$ cat src/verilog/dioc_pkg.sv
// Constants, types and register map of the digital I/O channel block.
// Assumes a single 200 MHz clock and a plain strobe-based register port.
package dioc_pkg;

    // ------------------------------------------------------------------
    // Sizes and clock
    // ------------------------------------------------------------------
    localparam int CLK_MHZ = 200;
    localparam int CW      = 26;
    localparam int NCH     = 8;
    localparam int AW      = 8;
    localparam int DW      = 32;

    // ------------------------------------------------------------------
    // Times in microseconds
    // ------------------------------------------------------------------
    localparam int INRUSH_T_US = 100000;
    localparam int DEB_T0_US   = 100;
    localparam int DEB_T1_US   = 1000;
    localparam int DEB_T2_US   = 10000;
    localparam int DEB_T3_US   = 20000;
    localparam int HOLD_T0_US  = 1000;
    localparam int HOLD_T1_US  = 15000;
    localparam int HOLD_T2_US  = 100000;
    localparam int HOLD_T3_US  = 200000;

    // ------------------------------------------------------------------
    // Register offsets
    // ------------------------------------------------------------------
    localparam logic [AW-1:0] ADDR_CFG      = 8'h00;
    localparam logic [AW-1:0] ADDR_OPEN_EN  = 8'h04;
    localparam logic [AW-1:0] ADDR_FAULT_ST = 8'h08;
    localparam logic [AW-1:0] ADDR_IDLE_ST  = 8'h0C;
    localparam logic [AW-1:0] ADDR_OUT_DATA = 8'h10;
    localparam logic [AW-1:0] ADDR_STATUS   = 8'h14;
    localparam logic [AW-1:0] ADDR_IRQ_STAT = 8'h18;
    localparam logic [AW-1:0] ADDR_IRQ_CLR  = 8'h1C;
    localparam logic [AW-1:0] ADDR_IRQ_EN   = 8'h20;

    // ------------------------------------------------------------------
    // Configuration fields and reset values
    // ------------------------------------------------------------------
    localparam int CFG_SUPPLY_SUP = 0;
    localparam int CFG_INRUSH_EN  = 1;
    localparam int CFG_DEB_LSB    = 2;
    localparam int CFG_HOLD_LSB   = 4;
    localparam int CFG_OUT_SUP    = 6;
    localparam int CFG_OUT_REC    = 7;
    localparam int CFG_HT_PRIO    = 8;
    localparam int CFG_W          = 9;
    localparam logic [CFG_W-1:0] CFG_RST = 9'h155;

    // Status fields
    localparam int ST_OPEN_LSB = 8;
    localparam int ST_SUPPLY   = 16;
    localparam int ST_OSHORT   = 17;
    localparam int ST_FAULT    = 18;
    localparam int ST_IDLE     = 19;
    localparam int ST_BLANK    = 20;

    // Interrupt bits
    localparam int IRQ_SUPPLY = 0;
    localparam int IRQ_OSHORT = 1;
    localparam int IRQ_OPEN   = 2;
    localparam int IRQ_W      = 3;

    // ------------------------------------------------------------------
    // Types
    // ------------------------------------------------------------------
    typedef enum logic [1:0] {
        OUTST_CLEAR = 2'h0,
        OUTST_HOLD  = 2'h1,
        OUTST_FORCE = 2'h2
    } dioc_outst_t;

    typedef enum logic [2:0] {
        LNK_RUN   = 3'h1,
        LNK_IDLE  = 3'h2,
        LNK_FAULT = 3'h4
    } dioc_link_t;

endpackage

$ cat src/verilog/dioc_in_chan.sv
// One input channel: three-stage synchroniser, debounce and pulse hold.
// Assumes debounce and hold counts stay steady while a change is pending.
`timescale 1ns/1ps
module dioc_in_chan
    import dioc_pkg::*;
(
    input  wire logic          sys_clk_i,
    input  wire logic          nrst_i,
    input  wire logic          pin_i,
    input  wire logic [CW-1:0] deb_cyc_i,
    input  wire logic [CW-1:0] hold_cyc_i,
    output logic               level_o
);

    logic          s1_r, s2_r, s3_r;
    logic          agree_r, agree_nxt;
    logic          acc_r, acc_nxt;
    logic [CW-1:0] deb_r, deb_nxt;
    logic [CW-1:0] hold_r, hold_nxt;
    logic          lvl_nxt;

    // ------------------------------------------------------------------
    // Next-state logic
    // ------------------------------------------------------------------
    always_comb begin
        agree_nxt = (s2_r == s3_r) ? s3_r : agree_r;
        acc_nxt   = acc_r;
        deb_nxt   = '0;
        hold_nxt  = (hold_r != '0) ? hold_r - 1'b1 : '0;
        if (agree_r != acc_r) begin
            // Change must stay put for the whole window
            if (deb_r >= deb_cyc_i - 1'b1) begin
                acc_nxt = agree_r;
            end else begin
                deb_nxt = deb_r + 1'b1;
            end
        end
        if (acc_nxt && !acc_r) begin
            hold_nxt = hold_cyc_i - 1'b1;  // Stretch newly active input
        end
        lvl_nxt = acc_nxt | (hold_nxt != '0);
    end

    // Registers
    always_ff @(posedge sys_clk_i or negedge nrst_i) begin
        if (!nrst_i) begin
            s1_r    <= 1'b0;
            s2_r    <= 1'b0;
            s3_r    <= 1'b0;
            agree_r <= 1'b0;
            acc_r   <= 1'b0;
            deb_r   <= '0;
            hold_r  <= '0;
            level_o <= 1'b0;
        end else begin
            s1_r    <= pin_i;
            s2_r    <= s1_r;
            s3_r    <= s2_r;
            agree_r <= agree_nxt;
            acc_r   <= acc_nxt;
            deb_r   <= deb_nxt;
            hold_r  <= hold_nxt;
            level_o <= lvl_nxt;
        end
    end
endmodule

$ cat src/verilog/dioc_top.sv
// Digital I/O channel block: supervision, input filtering and output fallback.
// Assumes field pins are asynchronous and software uses the strobe port.
`timescale 1ns/1ps
module dioc_top
    import dioc_pkg::*;
#(
    parameter logic [CW-1:0] INRUSH_CYC = CW'(INRUSH_T_US * CLK_MHZ),
    parameter logic [CW-1:0] DEB_CYC0   = CW'(DEB_T0_US * CLK_MHZ),
    parameter logic [CW-1:0] DEB_CYC1   = CW'(DEB_T1_US * CLK_MHZ),
    parameter logic [CW-1:0] DEB_CYC2   = CW'(DEB_T2_US * CLK_MHZ),
    parameter logic [CW-1:0] DEB_CYC3   = CW'(DEB_T3_US * CLK_MHZ),
    parameter logic [CW-1:0] HOLD_CYC0  = CW'(HOLD_T0_US * CLK_MHZ),
    parameter logic [CW-1:0] HOLD_CYC1  = CW'(HOLD_T1_US * CLK_MHZ),
    parameter logic [CW-1:0] HOLD_CYC2  = CW'(HOLD_T2_US * CLK_MHZ),
    parameter logic [CW-1:0] HOLD_CYC3  = CW'(HOLD_T3_US * CLK_MHZ)
)
(
    input  wire logic           sys_clk_i,
    input  wire logic           nrst_i,
    input  wire logic [AW-1:0]  reg_addr_i,
    input  wire logic [DW-1:0]  reg_wdata_i,
    input  wire logic           reg_wr_i,
    input  wire logic           reg_rd_i,
    output logic      [DW-1:0]  reg_rdata_o,
    input  wire logic [NCH-1:0] din_i,
    input  wire logic           supply_short_i,
    input  wire logic           out_overcur_i,
    input  wire logic [NCH-1:0] open_wire_i,
    input  wire logic           comm_fault_i,
    input  wire logic           comm_idle_i,
    output logic      [NCH-1:0] din_filt_o,
    output logic      [NCH-1:0] dout_o,
    output logic                supply_err_o,
    output logic                out_short_err_o,
    output logic      [NCH-1:0] open_wire_err_o,
    output logic                irq_o
);

    localparam int SW = NCH + 4;

    // Channel fallback value for a given mode
    function automatic logic fallback(input logic [1:0] mode, input logic last);
        unique case (mode)
            OUTST_HOLD:  fallback = last;
            OUTST_FORCE: fallback = 1'b1;
            default:     fallback = 1'b0;
        endcase
    endfunction

    // Pick one of four counts by a 2-bit selector
    function automatic logic [CW-1:0] pick4(input logic [1:0] sel, input logic [CW-1:0] c0,
                                            input logic [CW-1:0] c1, input logic [CW-1:0] c2,
                                            input logic [CW-1:0] c3);
        unique case (sel)
            2'h0:    pick4 = c0;
            2'h1:    pick4 = c1;
            2'h2:    pick4 = c2;
            default: pick4 = c3;
        endcase
    endfunction

    // ------------------------------------------------------------------
    // Pin synchronisers
    // ------------------------------------------------------------------
    logic [SW-1:0] p1_r, p2_r, p3_r, pin_r, pin_nxt;
    logic          sup_pin, ovc_pin, flt_pin, idl_pin;
    logic [NCH-1:0] ow_pin;

    // Value moves only once the last two stages agree
    always_comb begin
        pin_nxt = (p2_r & p3_r) | (pin_r & (p2_r ^ p3_r)) | (pin_r & ~p2_r & ~p3_r & '0);
        for (int i = 0; i < SW; i++) begin
            pin_nxt[i] = (p2_r[i] == p3_r[i]) ? p3_r[i] : pin_r[i];
        end
    end

    always_ff @(posedge sys_clk_i or negedge nrst_i) begin
        if (!nrst_i) begin
            p1_r  <= '0;
            p2_r  <= '0;
            p3_r  <= '0;
            pin_r <= '0;
        end else begin
            p1_r  <= {supply_short_i, out_overcur_i, comm_fault_i, comm_idle_i, open_wire_i};
            p2_r  <= p1_r;
            p3_r  <= p2_r;
            pin_r <= pin_nxt;
        end
    end

    assign {sup_pin, ovc_pin, flt_pin, idl_pin, ow_pin} = pin_r;

    // ------------------------------------------------------------------
    // Registers reached by software
    // ------------------------------------------------------------------
    logic [CFG_W-1:0]   cfg_r, cfg_nxt;
    logic [NCH-1:0]     open_en_r, open_en_nxt;
    logic [2*NCH-1:0]   fault_st_r, fault_st_nxt;
    logic [2*NCH-1:0]   idle_st_r, idle_st_nxt;
    logic [NCH-1:0]     out_data_r, out_data_nxt;
    logic [IRQ_W-1:0]   irq_en_r, irq_en_nxt;
    logic [IRQ_W-1:0]   irq_st_r, irq_st_nxt;
    logic [DW-1:0]      rdata_nxt;
    logic [IRQ_W-1:0]   irq_set;
    logic [DW-1:0]      status_word;
    logic               wr_clr;

    // Write decode, sticky flags and read mux
    always_comb begin
        cfg_nxt      = cfg_r;
        open_en_nxt  = open_en_r;
        fault_st_nxt = fault_st_r;
        idle_st_nxt  = idle_st_r;
        out_data_nxt = out_data_r;
        irq_en_nxt   = irq_en_r;
        wr_clr       = reg_wr_i && (reg_addr_i == ADDR_IRQ_CLR);
        if (reg_wr_i) begin
            unique case (reg_addr_i)
                ADDR_CFG:      cfg_nxt      = reg_wdata_i[CFG_W-1:0];
                ADDR_OPEN_EN:  open_en_nxt  = reg_wdata_i[NCH-1:0];
                ADDR_FAULT_ST: fault_st_nxt = reg_wdata_i[2*NCH-1:0];
                ADDR_IDLE_ST:  idle_st_nxt  = reg_wdata_i[2*NCH-1:0];
                ADDR_OUT_DATA: out_data_nxt = reg_wdata_i[NCH-1:0];
                ADDR_IRQ_EN:   irq_en_nxt   = reg_wdata_i[IRQ_W-1:0];
                default:       cfg_nxt      = cfg_r;
            endcase
        end
        // Hardware set wins over a clear in the same cycle
        irq_st_nxt = (irq_st_r & ~(wr_clr ? reg_wdata_i[IRQ_W-1:0] : '0)) | irq_set;
        rdata_nxt  = '0;
        if (reg_rd_i) begin
            unique case (reg_addr_i)
                ADDR_CFG:      rdata_nxt = DW'(cfg_r);
                ADDR_OPEN_EN:  rdata_nxt = DW'(open_en_r);
                ADDR_FAULT_ST: rdata_nxt = DW'(fault_st_r);
                ADDR_IDLE_ST:  rdata_nxt = DW'(idle_st_r);
                ADDR_OUT_DATA: rdata_nxt = DW'(out_data_r);
                ADDR_STATUS:   rdata_nxt = status_word;
                ADDR_IRQ_STAT: rdata_nxt = DW'(irq_st_r);
                ADDR_IRQ_EN:   rdata_nxt = DW'(irq_en_r);
                default:       rdata_nxt = '0;
            endcase
        end
    end

    always_ff @(posedge sys_clk_i or negedge nrst_i) begin
        if (!nrst_i) begin
            cfg_r       <= CFG_RST;
            open_en_r   <= '0;
            fault_st_r  <= '0;
            idle_st_r   <= '0;
            out_data_r  <= '0;
            irq_en_r    <= '0;
            irq_st_r    <= '0;
            reg_rdata_o <= '0;
        end else begin
            cfg_r       <= cfg_nxt;
            open_en_r   <= open_en_nxt;
            fault_st_r  <= fault_st_nxt;
            idle_st_r   <= idle_st_nxt;
            out_data_r  <= out_data_nxt;
            irq_en_r    <= irq_en_nxt;
            irq_st_r    <= irq_st_nxt;
            reg_rdata_o <= rdata_nxt;
        end
    end

    // ------------------------------------------------------------------
    // Input channels
    // ------------------------------------------------------------------
    logic [CW-1:0] deb_cyc, hold_cyc;

    assign deb_cyc  = pick4(cfg_r[CFG_DEB_LSB +: 2], DEB_CYC0, DEB_CYC1, DEB_CYC2, DEB_CYC3);
    assign hold_cyc = pick4(cfg_r[CFG_HOLD_LSB +: 2], HOLD_CYC0, HOLD_CYC1, HOLD_CYC2, HOLD_CYC3);

    for (genvar g = 0; g < NCH; g++) begin : g_in
        dioc_in_chan u_chan (
            .sys_clk_i  (sys_clk_i),
            .nrst_i     (nrst_i),
            .pin_i      (din_i[g]),
            .deb_cyc_i  (deb_cyc),
            .hold_cyc_i (hold_cyc),
            .level_o    (din_filt_o[g])
        );
    end

    // ------------------------------------------------------------------
    // Link state and output fallback
    // ------------------------------------------------------------------
    dioc_link_t     lnk_r, lnk_nxt;
    logic [NCH-1:0] dout_nxt;

    // Fault outranks idle; priority bit gates the per-channel settings
    always_comb begin
        lnk_nxt  = flt_pin ? LNK_FAULT : (idl_pin ? LNK_IDLE : LNK_RUN);
        dout_nxt = out_data_r;
        unique case (lnk_r)
            LNK_RUN: dout_nxt = out_data_r;
            LNK_FAULT: begin
                for (int i = 0; i < NCH; i++) begin
                    dout_nxt[i] = cfg_r[CFG_HT_PRIO] ? fallback(fault_st_r[2*i +: 2], dout_o[i])
                                                     : 1'b0;
                end
            end
            LNK_IDLE: begin
                for (int i = 0; i < NCH; i++) begin
                    dout_nxt[i] = cfg_r[CFG_HT_PRIO] ? fallback(idle_st_r[2*i +: 2], dout_o[i])
                                                     : 1'b0;
                end
            end
            default: dout_nxt = '0;
        endcase
    end

    always_ff @(posedge sys_clk_i or negedge nrst_i) begin
        if (!nrst_i) begin
            lnk_r  <= LNK_RUN;
            dout_o <= '0;
        end else begin
            lnk_r  <= lnk_nxt;
            dout_o <= dout_nxt;
        end
    end

    // ------------------------------------------------------------------
    // Supervision and interrupts
    // ------------------------------------------------------------------
    logic [CW-1:0]  blank_r, blank_nxt;
    logic           sup_err_nxt, osh_err_nxt, ovc_seen, irq_nxt;
    logic [NCH-1:0] ow_err_nxt;

    always_comb begin
        // Any output turning on starts the blanking window
        blank_nxt = (blank_r != '0) ? blank_r - 1'b1 : '0;
        if (cfg_r[CFG_INRUSH_EN] && |(dout_nxt & ~dout_o)) begin
            blank_nxt = INRUSH_CYC - 1'b1;
        end
        ovc_seen    = ovc_pin && (blank_r == '0);
        sup_err_nxt = cfg_r[CFG_SUPPLY_SUP] && sup_pin;
        ow_err_nxt  = open_en_r & ow_pin;
        if (!cfg_r[CFG_OUT_SUP]) begin
            osh_err_nxt = 1'b0;
        end else if (ovc_seen) begin
            osh_err_nxt = 1'b1;
        end else begin
            osh_err_nxt = cfg_r[CFG_OUT_REC] ? out_short_err_o : 1'b0;
        end
        irq_set = {(|ow_err_nxt) & ~(|open_wire_err_o), osh_err_nxt & ~out_short_err_o,
                   sup_err_nxt & ~supply_err_o};
        irq_nxt = |(irq_st_nxt & irq_en_nxt);
        status_word = DW'({blank_r != '0, lnk_r == LNK_IDLE, lnk_r == LNK_FAULT, out_short_err_o,
                           supply_err_o, open_wire_err_o, din_filt_o});
    end

    always_ff @(posedge sys_clk_i or negedge nrst_i) begin
        if (!nrst_i) begin
            blank_r         <= '0;
            supply_err_o    <= 1'b0;
            out_short_err_o <= 1'b0;
            open_wire_err_o <= '0;
            irq_o           <= 1'b0;
        end else begin
            blank_r         <= blank_nxt;
            supply_err_o    <= sup_err_nxt;
            out_short_err_o <= osh_err_nxt;
            open_wire_err_o <= ow_err_nxt;
            irq_o           <= irq_nxt;
        end
    end
endmodule

$ cat config.mk
export PLATFORM = sky130hd
export DESIGN_NAME = dioc_top
export DESIGN_NICKNAME = d
export VERILOG_FILES = /design/src/verilog/dioc_pkg.sv /design/src/verilog/dioc_in_chan.sv /design/src/verilog/dioc_top.sv
export SDC_FILE = /design/constraint.sdc
export NUM_CORES = 1
export LEC_CHECK = 0
export CORE_MARGIN = 2
export CORE_UTILIZATION = 48
export CTS_BUF_LIST = sky130_fd_sc_hd__clkbuf_4
export CTS_CLUSTER_DIAMETER = 150
export DETAILED_ROUTE_END_ITERATION = 12
export DONT_BUFFER_PORTS = 1
export PLACE_DENSITY = 0.73
export SLEW_MARGIN = 20
export SYNTH_ARGS = -nofsm -noshare
export SYNTH_HDL_FRONTEND = slang
export SYNTH_HIERARCHICAL = 1
export SYNTH_SLANG_ARGS = --single-unit
$ cat constraint.sdc
create_clock -name sys_clk_i -period 12.74 [get_ports sys_clk_i]
set_clock_uncertainty 0.1 [all_clocks]
set_input_delay 2.548 -clock sys_clk_i [delete_from_list [all_inputs] [get_ports sys_clk_i]]
set_output_delay 2.548 -clock sys_clk_i [all_outputs]
set_load 0.01 [all_outputs]
==> reports/summary.txt <==
Status: complete, no violations
PnR Total Power: 4.68 mW
Remaining Overflow, GRT: 0
RD Place Congestion: 0.846
Synth area leader: dfrtp_1
Register area: 16100 µm²
DRC viols: 0
Clk slew on worst S/H paths: 0.06 ns
Final WS setup: 6.12 ns
Crit-path cells: inv_1 > ha_1 > buf_4 > or2_2 > buf_4 > or3_4 > or4_4 > nor2_4 > nand3_1 > nor3_2 > nand2b_2 > nor4_2 > xnor2_1 > ha_1 > nand4_1 > nor4_1 > and4_1 > o41a_2 > o21ai_4 > buf_4 > mux2i_1 > a2111oi_2 > o221ai_1
Fin. Hold Viols: 0
Worst Setup End Kind: register
Cts hold-fix bufs: 0
Drt first pass iters: 8
TNS Setup: 0 ns
CP Data Arrival Time: 7.35 ns
Area of placed instances: 46900 µm²
Area growth syn-to-layout: 12.3%
Unique cell type count in the Yosys netlist: 104
Detailed-route via count: 36252
Nets: 5723
Critical path's most frequent cell: buf_4
H-tree depth: 4
FMAX: 151 MHz
Sequential fraction of the synthesis area: 0.367
Multi-input combinational cell area: 28600 µm²
CTS root buffer: clkbuf_4
Crit path max-delay family: simple AND/OR/NAND/NOR gates
Critical Path Fanout Max: 52
Die height: 306 µm
Design area: 49300 µm²
Cts repair resizes: 0
YS warnings: 6
Fill cell total of the finished layout: 8172
Number of I/O pins: 123
Syn_area_per_cell: 9.13 µm²
# setup viols final: 0
CTS tree: built
Tmin final: 6.62 ns
Post-Place Worst Slack: 6.19 ns
Fin crit share: 0.520
DRT Wirelength: 103 mm
DR iter-0 viols: 2246
Pleak: 22.1 nW
Asr flop ratio synth: 1.00
Syn Std Cell Area: 43900 µm²
Gate Count Post-Synth: 4806
Top-area cell type share of the netlist area: 0.364
Initial antenna violation count: 2
Prevailing post-synth register cell: dfrtp_1
Slew @ Worst Pin: 1.09 ns
Hpwl dp: 70.1 mm
CP Launch Type: register
Starting Density: 0.486
EDFF count, synth: 0
Final ANT Viol Nets: 0
CTS sink count: 644
Routed len/inst: 15.4 µm
VDD IR-drop max: 0.0000768 V
CTS buffer count: 177
Max clock buf depth: 3
# rows: 110
Ranking of synthesized cells by area: dfrtp_1 (36%), ha_1 (8.2%), xor2_1 (8.1%)
Max-slew violation count: 0
Bufs and invs on worst path: 4
Slowest CP cell: dfrtp_1
Vias in the first global route: 35109
Post-synth top cells: dfrtp_1 (638), nor2_1 (549), xor2_1 (405)
RSZ-0062 raised after global routing: false
Layout cell share with drive strength beyond 1: 0.0965
First-pass GRT wire length: 173 mm
CORE AREA: 90300 µm²
CP peak stage delay: 0.57 ns
Postcts setup bufs: 0
Seq cells post-synth: 644
Die area: 93900 µm²
Max_cap viols: 0
Clock Latency Late Sink: 1.03 ns
Port bufs: 0
Vias per std cell: 5.41
Setup Crit Path Kind: reg -> reg
Max-slew headroom: 0.271
Required @ worst endpoint: 13.47 ns
GRT Util Overall: 0.220
HP Class: reg -> reg
P per Cell Area: 95.0 nW/µm²
DIE WIDTH: 306 µm
Count leader, synth: dfrtp_1
Largest net degree at the start of global routing: 645
-- per-layer routing --
metal	global-route usage	vias to the layer above	wire, µm
met5	0	-	0
met4	0.0771	0	2100
met3	0.0410	166	4740
met2	0.365	723	49100
met1	0.287	17385	47400
li1	-	17978	-
-- through the flow --
stage | cells | util | hold WS [ns]
3_5_place_dp | 6366 | 0.519 | 0.235
2_1_floorplan | 5297 | - | 0.231
4_1_cts | 6687 | 0.545 | 0.237
6_report | 6695 | 0.546 | 0.217
3_3_place_gp | 6366 | 0.519 | 0.233
5_1_grt | 6695 | 0.546 | 0.225
-- final cells by class --
cell class	count	share of cell area
clock inverters	81	0.00947
multi-input cells	4379	0.580
clock buffers	240	0.0366
flip-flops and latches	644	0.327
well taps	1176	0.0299
diodes	4	0.000203
repair buffers	29	0.00579
inverters	142	0.0108
-- placed cells by master (no fill, tap or decap), types with 26 or more instances in the layout --
cell      netlist  layout
nor3_1        224     224
conb_1          1     492
xnor2_1       334     334
o21ai_0       190     190
or4_1          70      70
nand4_1        70      70
a21oi_1       170     170
a31oi_1        26      26
inv_1         142     141
nor4_1        131     131
nand2_1       347     347
dfrtp_1       638     638
nand3_1       250     250
mux2_2         67      67
nor2_1        549     547
ha_1          286     280
clkbuf_4        0     240
or3_1          71      71
a21o_1         43      43
and3_1         61      61
xor2_1        405     405
mux2i_1        41      41
clkinv_1        0      48
nand2b_1       39      39
-- power by group --
group | internal, mW | switching [mW]
logic | 0.215 | 0.323
clock network | 0.936 | 0.945
registers | 2.14 | 0.120
-- cell families after synthesis --
logic type               after synthesis  synth area share
multiplexers                         110            0.0271
flip-flops                           644             0.367
AND/OR/NAND/NOR                     2093             0.253
AO/OA/AOI/OAI                        639            0.0924
adder cells (fa/ha/maj)              306            0.0861
other                                  1         0.0000854
XOR/XNOR                             739             0.147
buffers and inverters                274            0.0261
-- sequential cells by signal, summed over array words and instances (netlist names), 9 cells and up --
signal              flops
p3_r                   12
g_in.u_chan/hold_r    208
cfg_r                   9
blank_r                26
p2_r                   12
g_in.u_chan/deb_r     208
fault_st_r             16
p1_r                   12
reg_rdata_o            21
pin_r                  12
idle_st_r              16
-- worst reg2reg max path, cell delays in order, from the launching register on --
cell and delay, ns:
dfrtp_1 0.57, inv_1 0.17, ha_1 0.21, buf_4 0.27, or2_2 0.50, buf_4 0.36, or3_4 0.42, or4_4 0.44
nor2_4 0.11, nand3_1 0.14, nor3_2 0.22, nand2b_2 0.14, nor4_2 0.25, xnor2_1 0.10, ha_1 0.29, nand4_1 0.13
nor4_1 0.48, and4_1 0.27, o41a_2 0.19, o21ai_4 0.06, buf_4 0.29, mux2i_1 0.23, a2111oi_2 0.33, o221ai_1 0.17
-- final timing paths --
path	cells after the start	end	slack (ns)	from
min in group asynchronous	0	dout_o[3]$_DFF_PN0_	1.11	nrst_i
worst max register to register	23	g_in[7].u_chan/level_o$_DFF_PN0_	6.12	cfg_r[3]$_DFFE_PN0P_
worst min-delay path	0	p2_r[10]$_DFF_PN0_	0.22	p1_r[10]$_DFF_PN0_
max in group asynchronous	3	g_in[1].u_chan/hold_r[16]$_DFF_PN0_	8.86	nrst_i
worst min register to register	0	p2_r[10]$_DFF_PN0_	0.22	p1_r[10]$_DFF_PN0_
worst max-delay path	23	g_in[7].u_chan/level_o$_DFF_PN0_	6.12	cfg_r[3]$_DFFE_PN0P_
Power figures use the tool's default switching activity.
